==> src/include/lin_mode_pkg.sv <==
// constants and types shared by the transceiver mode controller
package lin_mode_pkg;
  // mode encoding
  typedef enum logic [2:0] {
    MODE_POR,
    MODE_READY,
    MODE_OPERATION,
    MODE_TX_OFF,
    MODE_POWER_DOWN
  } mode_t;

  // clock rate
  localparam int CLK_PERIOD_NS = 10;
  // bus wake debounce, least time
  localparam int WAKE_DEBOUNCE_TIME_US = 80;
  localparam int WAKE_DEBOUNCE_CYCLES =
    (WAKE_DEBOUNCE_TIME_US * 1000 + CLK_PERIOD_NS - 1) / CLK_PERIOD_NS;
  // transmit/bus compare blanking after transmit falling edge
  localparam int MISMATCH_BLANK_TIME_US = 25;
  localparam int MISMATCH_BLANK_CYCLES =
    (MISMATCH_BLANK_TIME_US * 1000 + CLK_PERIOD_NS - 1) / CLK_PERIOD_NS;
  // counter width covering both waits
  localparam int TIMER_W = 14;
  // reset value of the host reset output
  localparam logic RESET_LEVEL_RST = 1'b0;
endpackage

==> src/include/lin_sync_if.sv <==
// synchronised host pin and bus comparator levels passed from synchroniser to mode logic
`timescale 1ns/100ps
interface lin_sync_if;
  logic select_wake;
  logic fault_enable;
  logic tx_data;
  logic bus_level;

  modport producer (
    output select_wake,
    output fault_enable,
    output tx_data,
    output bus_level
  );
  modport consumer (
    input select_wake,
    input fault_enable,
    input tx_data,
    input bus_level
  );
endinterface

==> src/core/lin_input_sync.sv <==
// two-stage synchronisers for asynchronous pin inputs
`timescale 1ns/100ps
module lin_input_sync (
  input wire logic clk_in, // core clock
  input wire logic rst_n_in, // async reset, active low
  input wire logic select_wake_in, // raw select/wake pin
  input wire logic fault_enable_in, // raw fault/enable pin level
  input wire logic tx_data_in, // raw transmit data pin
  input wire logic bus_level_in, // raw bus comparator level
  lin_sync_if.producer sync_out // synchronised levels
);
  logic [3:0] stage1_ff;
  logic [3:0] stage2_ff;

  // ------------------------------------------------------------
  // synchroniser chain
  // ------------------------------------------------------------
  // two flop sync
  // select pull-down default
  // select/wake resets low to mimic the pin pull-down; the others idle high
  always_ff @(posedge clk_in or negedge rst_n_in) begin
    if (!rst_n_in) begin
      stage1_ff <= 4'b1110;
      stage2_ff <= 4'b1110;
    end else begin
      stage1_ff <= {bus_level_in, tx_data_in, fault_enable_in, select_wake_in};
      stage2_ff <= stage1_ff;
    end
  end

  assign sync_out.select_wake = stage2_ff[0];
  assign sync_out.fault_enable = stage2_ff[1];
  assign sync_out.tx_data = stage2_ff[2];
  assign sync_out.bus_level = stage2_ff[3];
endmodule // lin_input_sync

==> src/core/lin_transceiver_mode_control.sv <==
// mode sequencer of a single-wire bus transceiver
`timescale 1ns/100ps
module lin_transceiver_mode_control #(
  parameter int WAKE_DEBOUNCE_CYCLES = lin_mode_pkg::WAKE_DEBOUNCE_CYCLES,
  parameter int MISMATCH_BLANK_CYCLES = lin_mode_pkg::MISMATCH_BLANK_CYCLES
) (
  input wire logic clk_in, // core clock, 100 MHz
  input wire logic rst_n_in, // async reset, active low
  input wire logic supply_above_on_in, // battery supply above turn-on threshold
  input wire logic supply_below_off_in, // battery supply below turn-off threshold
  input wire logic regulator_stable_in, // regulator output settled
  input wire logic regulator_good_in, // regulator above 0.8 of nominal
  input wire logic internal_fault_in, // thermal or driver fault present
  input wire logic select_wake_in, // host select / local wake pin
  input wire logic tx_data_in, // host transmit data pin
  input wire logic fault_enable_in, // fault/enable pin input level
  output logic fault_enable_out, // fault/enable pin drive value (always 0)
  output logic fault_enable_oe_out, // fault/enable pin pulls low when high
  input wire logic bus_level_in, // bus comparator level (normal or wake threshold)
  output logic bus_dominant_out, // drive bus dominant (open drain enable)
  output logic bus_pullup_out, // connect bus pull-up to battery
  output logic rx_data_out, // receive data to host
  output logic receiver_en_out, // receiver powered
  output logic transmitter_en_out, // transmitter powered
  output logic regulator_en_out, // regulator powered
  output logic regulator_low_power_out, // regulator in reduced-power operation
  output logic wake_threshold_sel_out, // bus comparator uses wake threshold
  output logic wake_detect_en_out, // bus wake detector active
  output logic reset_out, // reset to host, low while invalid
  output lin_mode_pkg::mode_t mode_out // current mode
);
  lin_sync_if sync_bus ();

  lin_mode_pkg::mode_t mode_ff;
  lin_mode_pkg::mode_t nxt_mode;
  logic select_prev_ff;
  logic enable_prev_ff;
  logic tx_prev_ff;
  logic [lin_mode_pkg::TIMER_W-1:0] wake_cnt_ff;
  logic wake_armed_ff;
  logic bus_wake;
  logic [lin_mode_pkg::TIMER_W-1:0] blank_cnt_ff;
  logic mismatch_fault_ff;
  logic tx_enabled;
  logic select_fall;
  logic enable_fall;

  // ------------------------------------------------------------
  // input synchronisation
  // ------------------------------------------------------------
  // sync all pins
  lin_input_sync u_sync (
    .clk_in(clk_in),
    .rst_n_in(rst_n_in),
    .select_wake_in(select_wake_in),
    .fault_enable_in(fault_enable_in),
    .tx_data_in(tx_data_in),
    .bus_level_in(bus_level_in),
    .sync_out(sync_bus.producer)
  );

  // ------------------------------------------------------------
  // edge history
  // ------------------------------------------------------------
  always_ff @(posedge clk_in or negedge rst_n_in) begin
    if (!rst_n_in) begin
      select_prev_ff <= 1'b0;
      enable_prev_ff <= 1'b1;
      tx_prev_ff <= 1'b1;
    end else begin
      select_prev_ff <= sync_bus.select_wake;
      enable_prev_ff <= sync_bus.fault_enable;
      tx_prev_ff <= sync_bus.tx_data;
    end
  end

  assign select_fall = select_prev_ff && !sync_bus.select_wake;
  assign enable_fall = enable_prev_ff && !sync_bus.fault_enable;

  // ------------------------------------------------------------
  // bus wake detector
  // ------------------------------------------------------------
  // debounced low then rise
  // the low-time counter saturates; a rise before the debounce time clears the count
  always_ff @(posedge clk_in or negedge rst_n_in) begin
    if (!rst_n_in) begin
      wake_cnt_ff <= '0;
      wake_armed_ff <= 1'b0;
    end else if (mode_ff != lin_mode_pkg::MODE_POWER_DOWN) begin
      wake_cnt_ff <= '0;
      wake_armed_ff <= 1'b0;
    end else if (!sync_bus.bus_level) begin
      if (32'(wake_cnt_ff) + 1 >= WAKE_DEBOUNCE_CYCLES) begin
        wake_armed_ff <= 1'b1;
      end else begin
        wake_cnt_ff <= wake_cnt_ff + 1'b1;
      end
    end else begin
      wake_cnt_ff <= '0;
      wake_armed_ff <= 1'b0;
    end
  end

  assign bus_wake = wake_armed_ff && sync_bus.bus_level;

  // ------------------------------------------------------------
  // transmit versus bus compare
  // ------------------------------------------------------------
  // blanked mismatch detect
  // a high select level gates the check; a falling tx edge restarts blanking
  always_ff @(posedge clk_in or negedge rst_n_in) begin
    if (!rst_n_in) begin
      blank_cnt_ff <= '0;
      mismatch_fault_ff <= 1'b0;
    end else if (!sync_bus.select_wake || mode_ff != lin_mode_pkg::MODE_OPERATION) begin
      blank_cnt_ff <= '0;
      mismatch_fault_ff <= 1'b0;
    end else if (tx_prev_ff && !sync_bus.tx_data) begin
      blank_cnt_ff <= lin_mode_pkg::TIMER_W'(MISMATCH_BLANK_CYCLES);
      mismatch_fault_ff <= 1'b0;
    end else if (blank_cnt_ff != '0) begin
      blank_cnt_ff <= blank_cnt_ff - 1'b1;
    end else begin
      // only tx low against a recessive bus is a fault; tx high on a low bus is reception
      mismatch_fault_ff <= !sync_bus.tx_data && sync_bus.bus_level;
    end
  end

  // ------------------------------------------------------------
  // mode sequencing
  // ------------------------------------------------------------
  always_comb begin
    nxt_mode = mode_ff;
    case (mode_ff)
      lin_mode_pkg::MODE_POR: begin
        if (supply_above_on_in) begin
          nxt_mode = lin_mode_pkg::MODE_READY;
        end
      end
      lin_mode_pkg::MODE_READY: begin
        if (regulator_stable_in && sync_bus.select_wake) begin
          if (sync_bus.fault_enable && sync_bus.tx_data && regulator_good_in) begin
            nxt_mode = lin_mode_pkg::MODE_OPERATION;
          end else if (!sync_bus.fault_enable) begin
            nxt_mode = lin_mode_pkg::MODE_TX_OFF;
          end
        end
      end
      lin_mode_pkg::MODE_OPERATION: begin
        if (select_fall || !sync_bus.select_wake) begin
          nxt_mode = lin_mode_pkg::MODE_POWER_DOWN;
        end else if (enable_fall || !sync_bus.fault_enable || mismatch_fault_ff) begin
          nxt_mode = lin_mode_pkg::MODE_TX_OFF;
        end
      end
      lin_mode_pkg::MODE_TX_OFF: begin
        if (!sync_bus.select_wake) begin
          nxt_mode = lin_mode_pkg::MODE_POWER_DOWN;
        end else if (sync_bus.fault_enable && sync_bus.tx_data && regulator_good_in
                     && !internal_fault_in) begin
          nxt_mode = lin_mode_pkg::MODE_OPERATION;
        end
      end
      lin_mode_pkg::MODE_POWER_DOWN: begin
        if (bus_wake || sync_bus.select_wake) begin
          nxt_mode = lin_mode_pkg::MODE_READY;
        end
      end
      default: begin
        nxt_mode = lin_mode_pkg::MODE_POR;
      end
    endcase
    if (supply_below_off_in) begin
      nxt_mode = lin_mode_pkg::MODE_POR;
    end
  end

  always_ff @(posedge clk_in or negedge rst_n_in) begin
    if (!rst_n_in) begin
      mode_ff <= lin_mode_pkg::MODE_POR;
    end else begin
      mode_ff <= nxt_mode;
    end
  end

  // ------------------------------------------------------------
  // outputs decoded from next mode, registered
  // ------------------------------------------------------------
  // regulator gates tx
  assign tx_enabled = nxt_mode == lin_mode_pkg::MODE_OPERATION && regulator_good_in
                      && regulator_stable_in && !internal_fault_in;

  always_ff @(posedge clk_in or negedge rst_n_in) begin
    if (!rst_n_in) begin
      mode_out <= lin_mode_pkg::MODE_POR;
      transmitter_en_out <= 1'b0;
      receiver_en_out <= 1'b0;
      regulator_en_out <= 1'b0;
      regulator_low_power_out <= 1'b0;
      bus_pullup_out <= 1'b0;
      wake_threshold_sel_out <= 1'b0;
      wake_detect_en_out <= 1'b0;
      reset_out <= lin_mode_pkg::RESET_LEVEL_RST;
    end else begin
      mode_out <= nxt_mode;
      transmitter_en_out <= tx_enabled;
      receiver_en_out <= nxt_mode inside {lin_mode_pkg::MODE_READY,
        lin_mode_pkg::MODE_OPERATION, lin_mode_pkg::MODE_TX_OFF};
      regulator_en_out <= nxt_mode inside {lin_mode_pkg::MODE_READY,
        lin_mode_pkg::MODE_OPERATION, lin_mode_pkg::MODE_TX_OFF};
      regulator_low_power_out <= nxt_mode inside {lin_mode_pkg::MODE_READY,
        lin_mode_pkg::MODE_TX_OFF};
      bus_pullup_out <= nxt_mode == lin_mode_pkg::MODE_OPERATION;
      wake_threshold_sel_out <= nxt_mode == lin_mode_pkg::MODE_POWER_DOWN;
      wake_detect_en_out <= nxt_mode == lin_mode_pkg::MODE_POWER_DOWN;
      reset_out <= nxt_mode != lin_mode_pkg::MODE_POR && regulator_good_in;
    end
  end

  // ------------------------------------------------------------
  // bus drive, receive path, fault pin
  // ------------------------------------------------------------
  always_ff @(posedge clk_in or negedge rst_n_in) begin
    if (!rst_n_in) begin
      bus_dominant_out <= 1'b0;
      rx_data_out <= 1'b1;
      fault_enable_out <= 1'b0;
      fault_enable_oe_out <= 1'b0;
    end else begin
      bus_dominant_out <= tx_enabled && !sync_bus.tx_data;
      rx_data_out <= sync_bus.bus_level;
      fault_enable_out <= 1'b0;
      fault_enable_oe_out <= sync_bus.select_wake
                             && (mismatch_fault_ff || internal_fault_in);
    end
  end
endmodule // lin_transceiver_mode_control

==> config.mk <==
export PLATFORM = sky130hd
export DESIGN_NAME = lin_transceiver_mode_control
export DESIGN_NICKNAME = d
export VERILOG_FILES = /design/src/include/lin_mode_pkg.sv /design/src/include/lin_sync_if.sv /design/src/core/lin_input_sync.sv /design/src/core/lin_transceiver_mode_control.sv
export SDC_FILE = /design/constraint.sdc
export NUM_CORES = 1
export LEC_CHECK = 0
export BUFFER_PORTS_ARGS = -buffer_cell sky130_fd_sc_hd__buf_4
export CAP_MARGIN = 5
export CORE_AREA = 3 3 88 90
export CTS_BUF_LIST = sky130_fd_sc_hd__clkbuf_8
export CTS_CLUSTER_SIZE = 20
export DETAILED_ROUTE_END_ITERATION = 16
export DIE_AREA = 0 0 91 93
export GPL_TIMING_DRIVEN = 1
export MAX_ROUTING_LAYER = met4
export SLEW_MARGIN = 40
export SYNTH_ARGS = -nofsm -noshare
export SYNTH_HDL_FRONTEND = slang
export SYNTH_SLANG_ARGS = --single-unit
==> constraint.sdc <==
create_clock -name clk_in -period 2.17 [get_ports clk_in]
set_input_delay 0.434 -clock clk_in [delete_from_list [all_inputs] [get_ports clk_in]]
set_output_delay 0.434 -clock clk_in [all_outputs]
set_load 0.01 [all_outputs]
==> impl_summary.txt, run 1 <==
----------------------------------------------------
[Run status]
  Result of the run ... finished with violations
  Failing checks ... negative setup slack

[Logic synthesis]
  Mean Syn Cell Area ... 10.0 µm²
  Post-Syn Nets ... approximately 250
  Number of instances in the synthesized netlist ... between 200 and 250
  Share of synthesized flip-flops with an asynchronous set or reset ... 100%
  Largest cells by area after synthesis ... dfrtp_1 (44%), dfstp_2 (8.7%), a21oi_1 (4.6%)
  Number of flip-flops and latches in the synthesized netlist ... 51
  Cell type contributing the most total cell area after synthesis ... dfrtp_1
  Synth cell types ... 43
  Post-synth top area share ... roughly 44%
  Post-synth design cell area ... 2420 µm²
  Number of enable-type register cells in the synthesized netlist ... 0
  Main synth FF type ... dfrtp_1
  Fraction of the yosys area taken by sequential cells ... 53.2%
  Synth warn ... 0

[Global route]
  Global-route wire length before repair ... 9200 µm
  GR Util met2 ... between 20% and 30%
  Global-route congestion overflow total ... 0
  GR met1 Demand/Resource ... 17.8%
  Most Used Layer, Global Route ... met2
  Tot GR Track Use ... between 10% and 20%
  Pin count of the biggest net entering global routing ... 52
  Initial antenna violation count ... 0
  Met3 track demand over resource in global routing ... under 10%
  Vias in the first global route ... 1916

[Routing]
  Starting DRT DRC Count ... 37
  Via density per instance ... 5.01
  Overall routed net length ... 5510 µm
  Avg WL per Cell ... 13.6 µm
  Residual DRC count ... 0
  Number of nets with antenna violations after detailed routing ... 0
  DR vias ... 2031
  Pre-Repair DR Iteration Count ... 4

[STA]
  Worst setup margin ... -0.224 ns
  Number of hold violations in the final report ... 0
  Unrepaired setup endpoints after global routing ... yes
  Period utilisation layout ... 110%
  Clock tree skew after final layout ... slightly below 0.01 ns
  Fin Hold WS ... 0.130 ns
  Maximum clock rate ... between 400 and 500 MHz
  Post-layout min period ... 2.39 ns
  Worst slew margin relative to its limit ... 54.3%
  Sum of negative setup slack ... -2.53 ns
  Least-Margin Pin Slew ... around 0.68 ns
  Final setup fails ... 29
  Final Slew Violations ... 0

[Critical path]
  Required @ worst endpoint ... 2.40 ns
  Largest fanout on the critical path ... 4
  Arrival time of data at the critical path endpoint ... about 2.6 ns
  Setup crit end kind ... register
  Launch point of the critical path ... blank_cnt_ff[6]
  Cell depth of the worst flop-to-flop path ... 5
  Origin of the critical flop-to-flop path ... blank_cnt_ff[6]
  Worst flop-to-flop path endpoint ... blank_cnt_ff[13]
  Critical setup path kind ... reg2reg
  Worst setup path endpoint ... blank_cnt_ff[13]
  Sort of element at the start of the critical path ... register
  Slack of the worst reg-to-reg path ... -0.22 ns

[Finish]
  P&R area growth vs syn ... 37.5%
  Fill count ... 698
  Final design instance area without fill ... 3320 µm²
  Proportion of layout cells with a drive suffix above 1 ... 41.5%
  Most common library cell in the layout ignoring fill and taps ... buf_4
  Final cell count without fillers ... 405
  Final-stage net count ... roughly 320
  Ant. Diodes ... 0
  Leading cell types in the layout, fill and taps excluded ... buf_4 (61), dfrtp_1 (43), nor2_1 (14), a21oi_1 (14), nand2_1 (12)

[Die]
  Count of pins on the block boundary ... 26
  Vertical die dimension ... 93 µm
  Starting Density ... 33.9%
  Die Width ... 91 µm
  Core box area ... 7140 µm²
  # rows ... 31
  Area enclosed by the die boundary ... 8460 µm²

[Placed design]
  Final weighted congestion of routability-driven global placement ... between 0.8 and 0.9
  Cell Area, Placed ... 2990 µm²
  Half-perimeter wire length after placement ... ~3600 µm
  DP Cell Count ... 389
  Count of input and output buffers ... 24

[Clock tree]
  Clock-pin slew on the worst setup and hold paths ... 0.10 ns
  Clock Latency Late Sink ... 0.31 ns
  Number of clock sinks ... 51
  H-tree lvl count ... 2
  Clock buffer depth ... 2
  Cell chosen for the clock root ... clkbuf_8
  TritonCTS clock tree ... yes
  Hold buffer count at cts ... 0
  Number of buffers created by CTS ... 5

[Power and ir drop]
  Static leakage ... 1.42 nW
  Total power draw ... 1.68 mW
  Highest ir drop seen on vdd ... 369 µV
  Power density over the cells ... 505 nW/µm²

[Run]
  Max cap viols ... 0

[Worst hold path]
  Class of the worst hold path ... in2async

----------------------------------------------------
-- cell usage after synthesis (all sizes together), types with 7 or more instances --
cell type and instances:
nor4 8, buf 7, xnor2 7, nand3 7
a21oi 22, dfstp 8, nor2 16, nor3 8
nand2 13, or4 7, o21ai 17, or3 12
inv 11, dfrtp 43
-- worst min-delay path by stage --
stage                                     end  slack [ns]  cells past startpoint
after floorplan               blank_cnt_ff[0]        0.14                      0
after global placement    u_sync.stage2_ff[0]        0.34                      0
after detailed placement  u_sync.stage2_ff[3]        0.35                      0
after CTS                     wake_cnt_ff[12]        0.15                      1
after global routing       wake_detect_en_out        0.18                      1
final                         blank_cnt_ff[0]        0.13                      1
-- kinds of logic (layout without fill, tap and decap cells) --
family	count (synthesis)	count (layout)	synth area share, %
and+or+nand+nor	94	94	22.0
muxes	1	1	0.414
xor gates and xnor gates	12	12	4.35
DFF	51	51	53.2
AOI/OAI and AO/OA	56	56	14.4
other	1	1	0.155
adders and majority gates	2	2	1.03
buffers and inverters	24	89	4.45
-- cell type report --
| type | instances | area (µm²) | area share [%] |
|---|---|---|---|
| clock inverters | 3 | 26.3 | 0.790 |
| flip-flops and latches | 51 | 1290 | 38.7 |
| well taps | 99 | 124 | 3.73 |
| multi-input cells | 166 | 1200 | 36.1 |
| inverters | 11 | 41.3 | 1.24 |
| repair buffers | 70 | 577 | 17.4 |
| clock buffers | 5 | 68.8 | 2.07 |
-- worst max-delay path, stage by stage, from the launching register on --
cell	delay [ns]
dfrtp_1	0.39
or4_4	0.53
or4_4	0.46
or4_1	0.47
or3_4	0.35
a21oi_2	0.13
-- power by group --
group	internal, mW	switching [mW]
registers	0.975	0.0129
clock network	0.238	0.345
logic	0.0479	0.0615
-- routing by layer --
| layer | up-vias | wire length (µm) |
|---|---|---|
| li1 | 1000 | - |
| met1 | 995 | 2590 |
| met4 | 0 | 94 |
| met2 | 27 | 2700 |
| met3 | 9 | 130 |
| met5 | - | 0 |
-- state kept, by name, indices dropped and copies added (netlist names), 3 cells and up --
| name | cells |
|---|---|
| blank_cnt_ff | 14 |
| wake_cnt_ff | 14 |
| u_sync.stage1_ff | 4 |
| u_sync.stage2_ff | 4 |
| mode_out | 3 |
-- metrics by stage --
| stage | utilization [%] | setup WS, ns |
|---|---|---|
| floorplan | - | -0.213 |
| global placement | 41.8 | -0.184 |
| detailed placement | 41.8 | -0.223 |
| CTS | 45.1 | -0.202 |
| global route | 46.6 | -0.299 |
| finish | 46.6 | -0.224 |
-- repair_timing --
item	in CTS	in global routing
pin swaps	23	16
hold endpoints to repair	0	0
buffers inserted	6	2
setup endpoints to repair	29	32
gates cloned	1	0
resized for setup	23	24
Note: power is estimated with default switching activity, not from simulation.
==> inputs of run 2 (changes only) <==
clock period = 2.2 ns   (was 2.17 ns; I/O delays follow)
==> run 2 against run 1 <==
First-iteration DRC count up 120%; final cell count down 2.5%; register-to-register slack better by 0.06 ns; the flow still finishes with violations (negative setup slack); sequential share of layout area up 0.95 points; setup slack better by 0.065 ns; largest power group unchanged; maximum frequency up 1.5%; critical path depth unchanged; non-clock buffer count down 10; via count up 1.0%; utilization down 1.1 points; wire length down 0.45%.
==> impl_summary.txt, run 2 (synthesis gave the netlist of run 1 again) <==
----------------------------------------------------
[Finish]
  Layout Utilization ... a little under half
  Final-stage net count ... 308
  Most common library cell in the layout ignoring fill and taps ... buf_4
  Largest regs ... blank_cnt_ff: 14 flops, wake_cnt_ff: 14 flops
  Proportion of layout cells with a drive suffix above 1 ... 40.9%
  Final design instance area without fill ... approximately 3200 µm²
  Ant. Diodes ... 0
  Final cell count without fillers ... 395
  P&R area growth vs syn ... 34.3%
  Leading cell types in the layout, fill and taps excluded ... buf_4 (54), dfrtp_1 (42), a21oi_1 (18)

[STA]
  Worst slew margin relative to its limit ... between 50% and 60%
  Maximum clock rate ... 424 MHz
  Period utilisation layout ... 107%
  Unrepaired setup endpoints after global routing ... yes
  Final setup fails ... 24
  Clock tree skew after final layout ... 0.00341 ns
  Post-layout min period ... 2.36 ns
  Sum of negative setup slack ... -1.78 ns
  Worst setup margin ... -0.159 ns
  Number of hold violations in the final report ... 0
  Final Slew Violations ... 0
  Least-Margin Pin Slew ... 0.710 ns

[Clock tree]
  TritonCTS clock tree ... yes
  H-tree lvl count ... 2
  Clock Latency Late Sink ... around 0.3 ns
  Number of clock sinks ... 51
  Number of buffers created by CTS ... 5
  Clock buffer depth ... 2
  Clock-pin slew on the worst setup and hold paths ... 0.10 ns
  Cell chosen for the clock root ... clkbuf_8

[Critical path]
  Setup crit end kind ... register
  Largest fanout on the critical path ... 3
  CP most frequent cell ... or4_4
  Arrival time of data at the critical path endpoint ... roughly 2.6 ns
  Critical setup path kind ... reg2reg
  Required @ worst endpoint ... between 2 and 2.5 ns
  Crit path cell chain ... or4_4 > or4_4 > or4_4 > or3_1 > a21oi_1
  Sort of element at the start of the critical path ... register
  Slowest cell delay on critical path ... 0.53 ns
  Max stage delay cell, worst path ... or4_4

[Global route]
  Initial antenna violation count ... 0
  Tot GR Track Use ... 13.2%
  Global-route wire length before repair ... 8880 µm
  Global-route congestion overflow total ... 0
  Vias in the first global route ... 1928
  Pin count of the biggest net entering global routing ... 52

[Die]
  Die Width ... 91 µm
  Starting Density ... 33.9%
  # rows ... 31
  Vertical die dimension ... 93 µm
  Core box area ... 7140 µm²
  Count of pins on the block boundary ... 26
  Area enclosed by the die boundary ... 8460 µm²

[Routing]
  Avg WL per Cell ... 13.9 µm
  Overall routed net length ... about 5500 µm
  Residual DRC count ... 0
  Via density per instance ... 5.19
  DR vias ... 2052
  Number of nets with antenna violations after detailed routing ... 0
  Pre-Repair DR Iteration Count ... 4
  Starting DRT DRC Count ... between 80 and 90

[Power and ir drop]
  Static leakage ... 1.36 nW
  Highest ir drop seen on vdd ... 414 µV
  Power density over the cells ... 505 nW/µm²

[Worst hold path]
  Class of the worst hold path ... in2async

[Placed design]
  Cell Area, Placed ... about 2900 µm²
  DP Cell Count ... 378
  Final weighted congestion of routability-driven global placement ... 0.879
  Count of input and output buffers ... 24
  Half-perimeter wire length after placement ... 3480 µm

[Run status]
  Result of the run ... finished with violations
  Failing checks ... negative setup slack

[Run]
  Max cap viols ... 0

----------------------------------------------------
run 2: power breakdown:
group	internal [mW]	leakage [nW]	switching, mW
Combinational	0.0472	0.648	0.0612
Sequential	0.961	0.673	0.0125
Clock	0.228	0.0408	0.329
Total	1.24	1.36	0.403
run 2: area by class of cell:
cell class / instances / area (µm²)
Tap cell: 99 / 124
Inverter: 11 / 41.3
Clock buffer: 5 / 68.8
Multi-Input combinational cell: 166 / 1230
Sequential cell: 51 / 1290
Fill cell: 673 / 3890
Clock inverter: 3 / 23.8
Timing Repair Buffer: 60 / 473
run 2: worst paths after layout:
check	start	end	slack, ns	cells past startpoint
min in group clk_in	fault_enable_in	u_sync.stage1_ff[1]	0.23	1
worst min register to register	u_sync.stage1_ff[0]	u_sync.stage2_ff[0]	0.36	0
max in group asynchronous	rst_n_in	wake_cnt_ff[3]	1.61	1
worst min-delay path	rst_n_in	blank_cnt_ff[12]	0.14	1
worst max register to register	blank_cnt_ff[6]	blank_cnt_ff[13]	-0.16	5
worst max-delay path	blank_cnt_ff[6]	blank_cnt_ff[13]	-0.16	5
run 2: layer usage:
metal / wire [µm] / GRT usage (%) / vias to the layer above
met3: 174 / 2.74 / 6
met4: 57 / 4.90 / 0
met5: 0 / - / -
li1: - / - / 977
met2: 2810 / 21.7 / 38
met1: 2450 / 16.2 / 1031
run 2: metrics by stage:
| step | hold WS (ns) | power, mW | setup WS (ns) |
|---|---|---|---|
| 2_1_floorplan | 0.144 | 1.03 | -0.183 |
| 3_3_place_gp | 0.334 | 1.10 | -0.155 |
| 3_5_place_dp | 0.337 | 1.10 | -0.182 |
| 4_1_cts | 0.161 | 1.66 | -0.140 |
| 5_1_grt | 0.188 | 1.71 | -0.266 |
| 6_report | 0.144 | 1.64 | -0.159 |
run 2: what timing repair did:
| action | 4_1_cts | 5_1_grt |
|---|---|---|
| buffers inserted | 6 | 2 |
| pin swaps | 6 | 20 |
| hold buffers | 0 | 0 |
| setup endpoints to repair | 18 | 32 |
| cloned | 0 | 1 |
| resized for setup | 11 | 49 |
run 2: critical path: cells and delay by family, from the launching register on:
kind             cells  cell delay [ns]
AO/OA/AOI/OAI        1             0.14
flip-flops           1             0.39
AND/OR/NAND/NOR      4             1.75
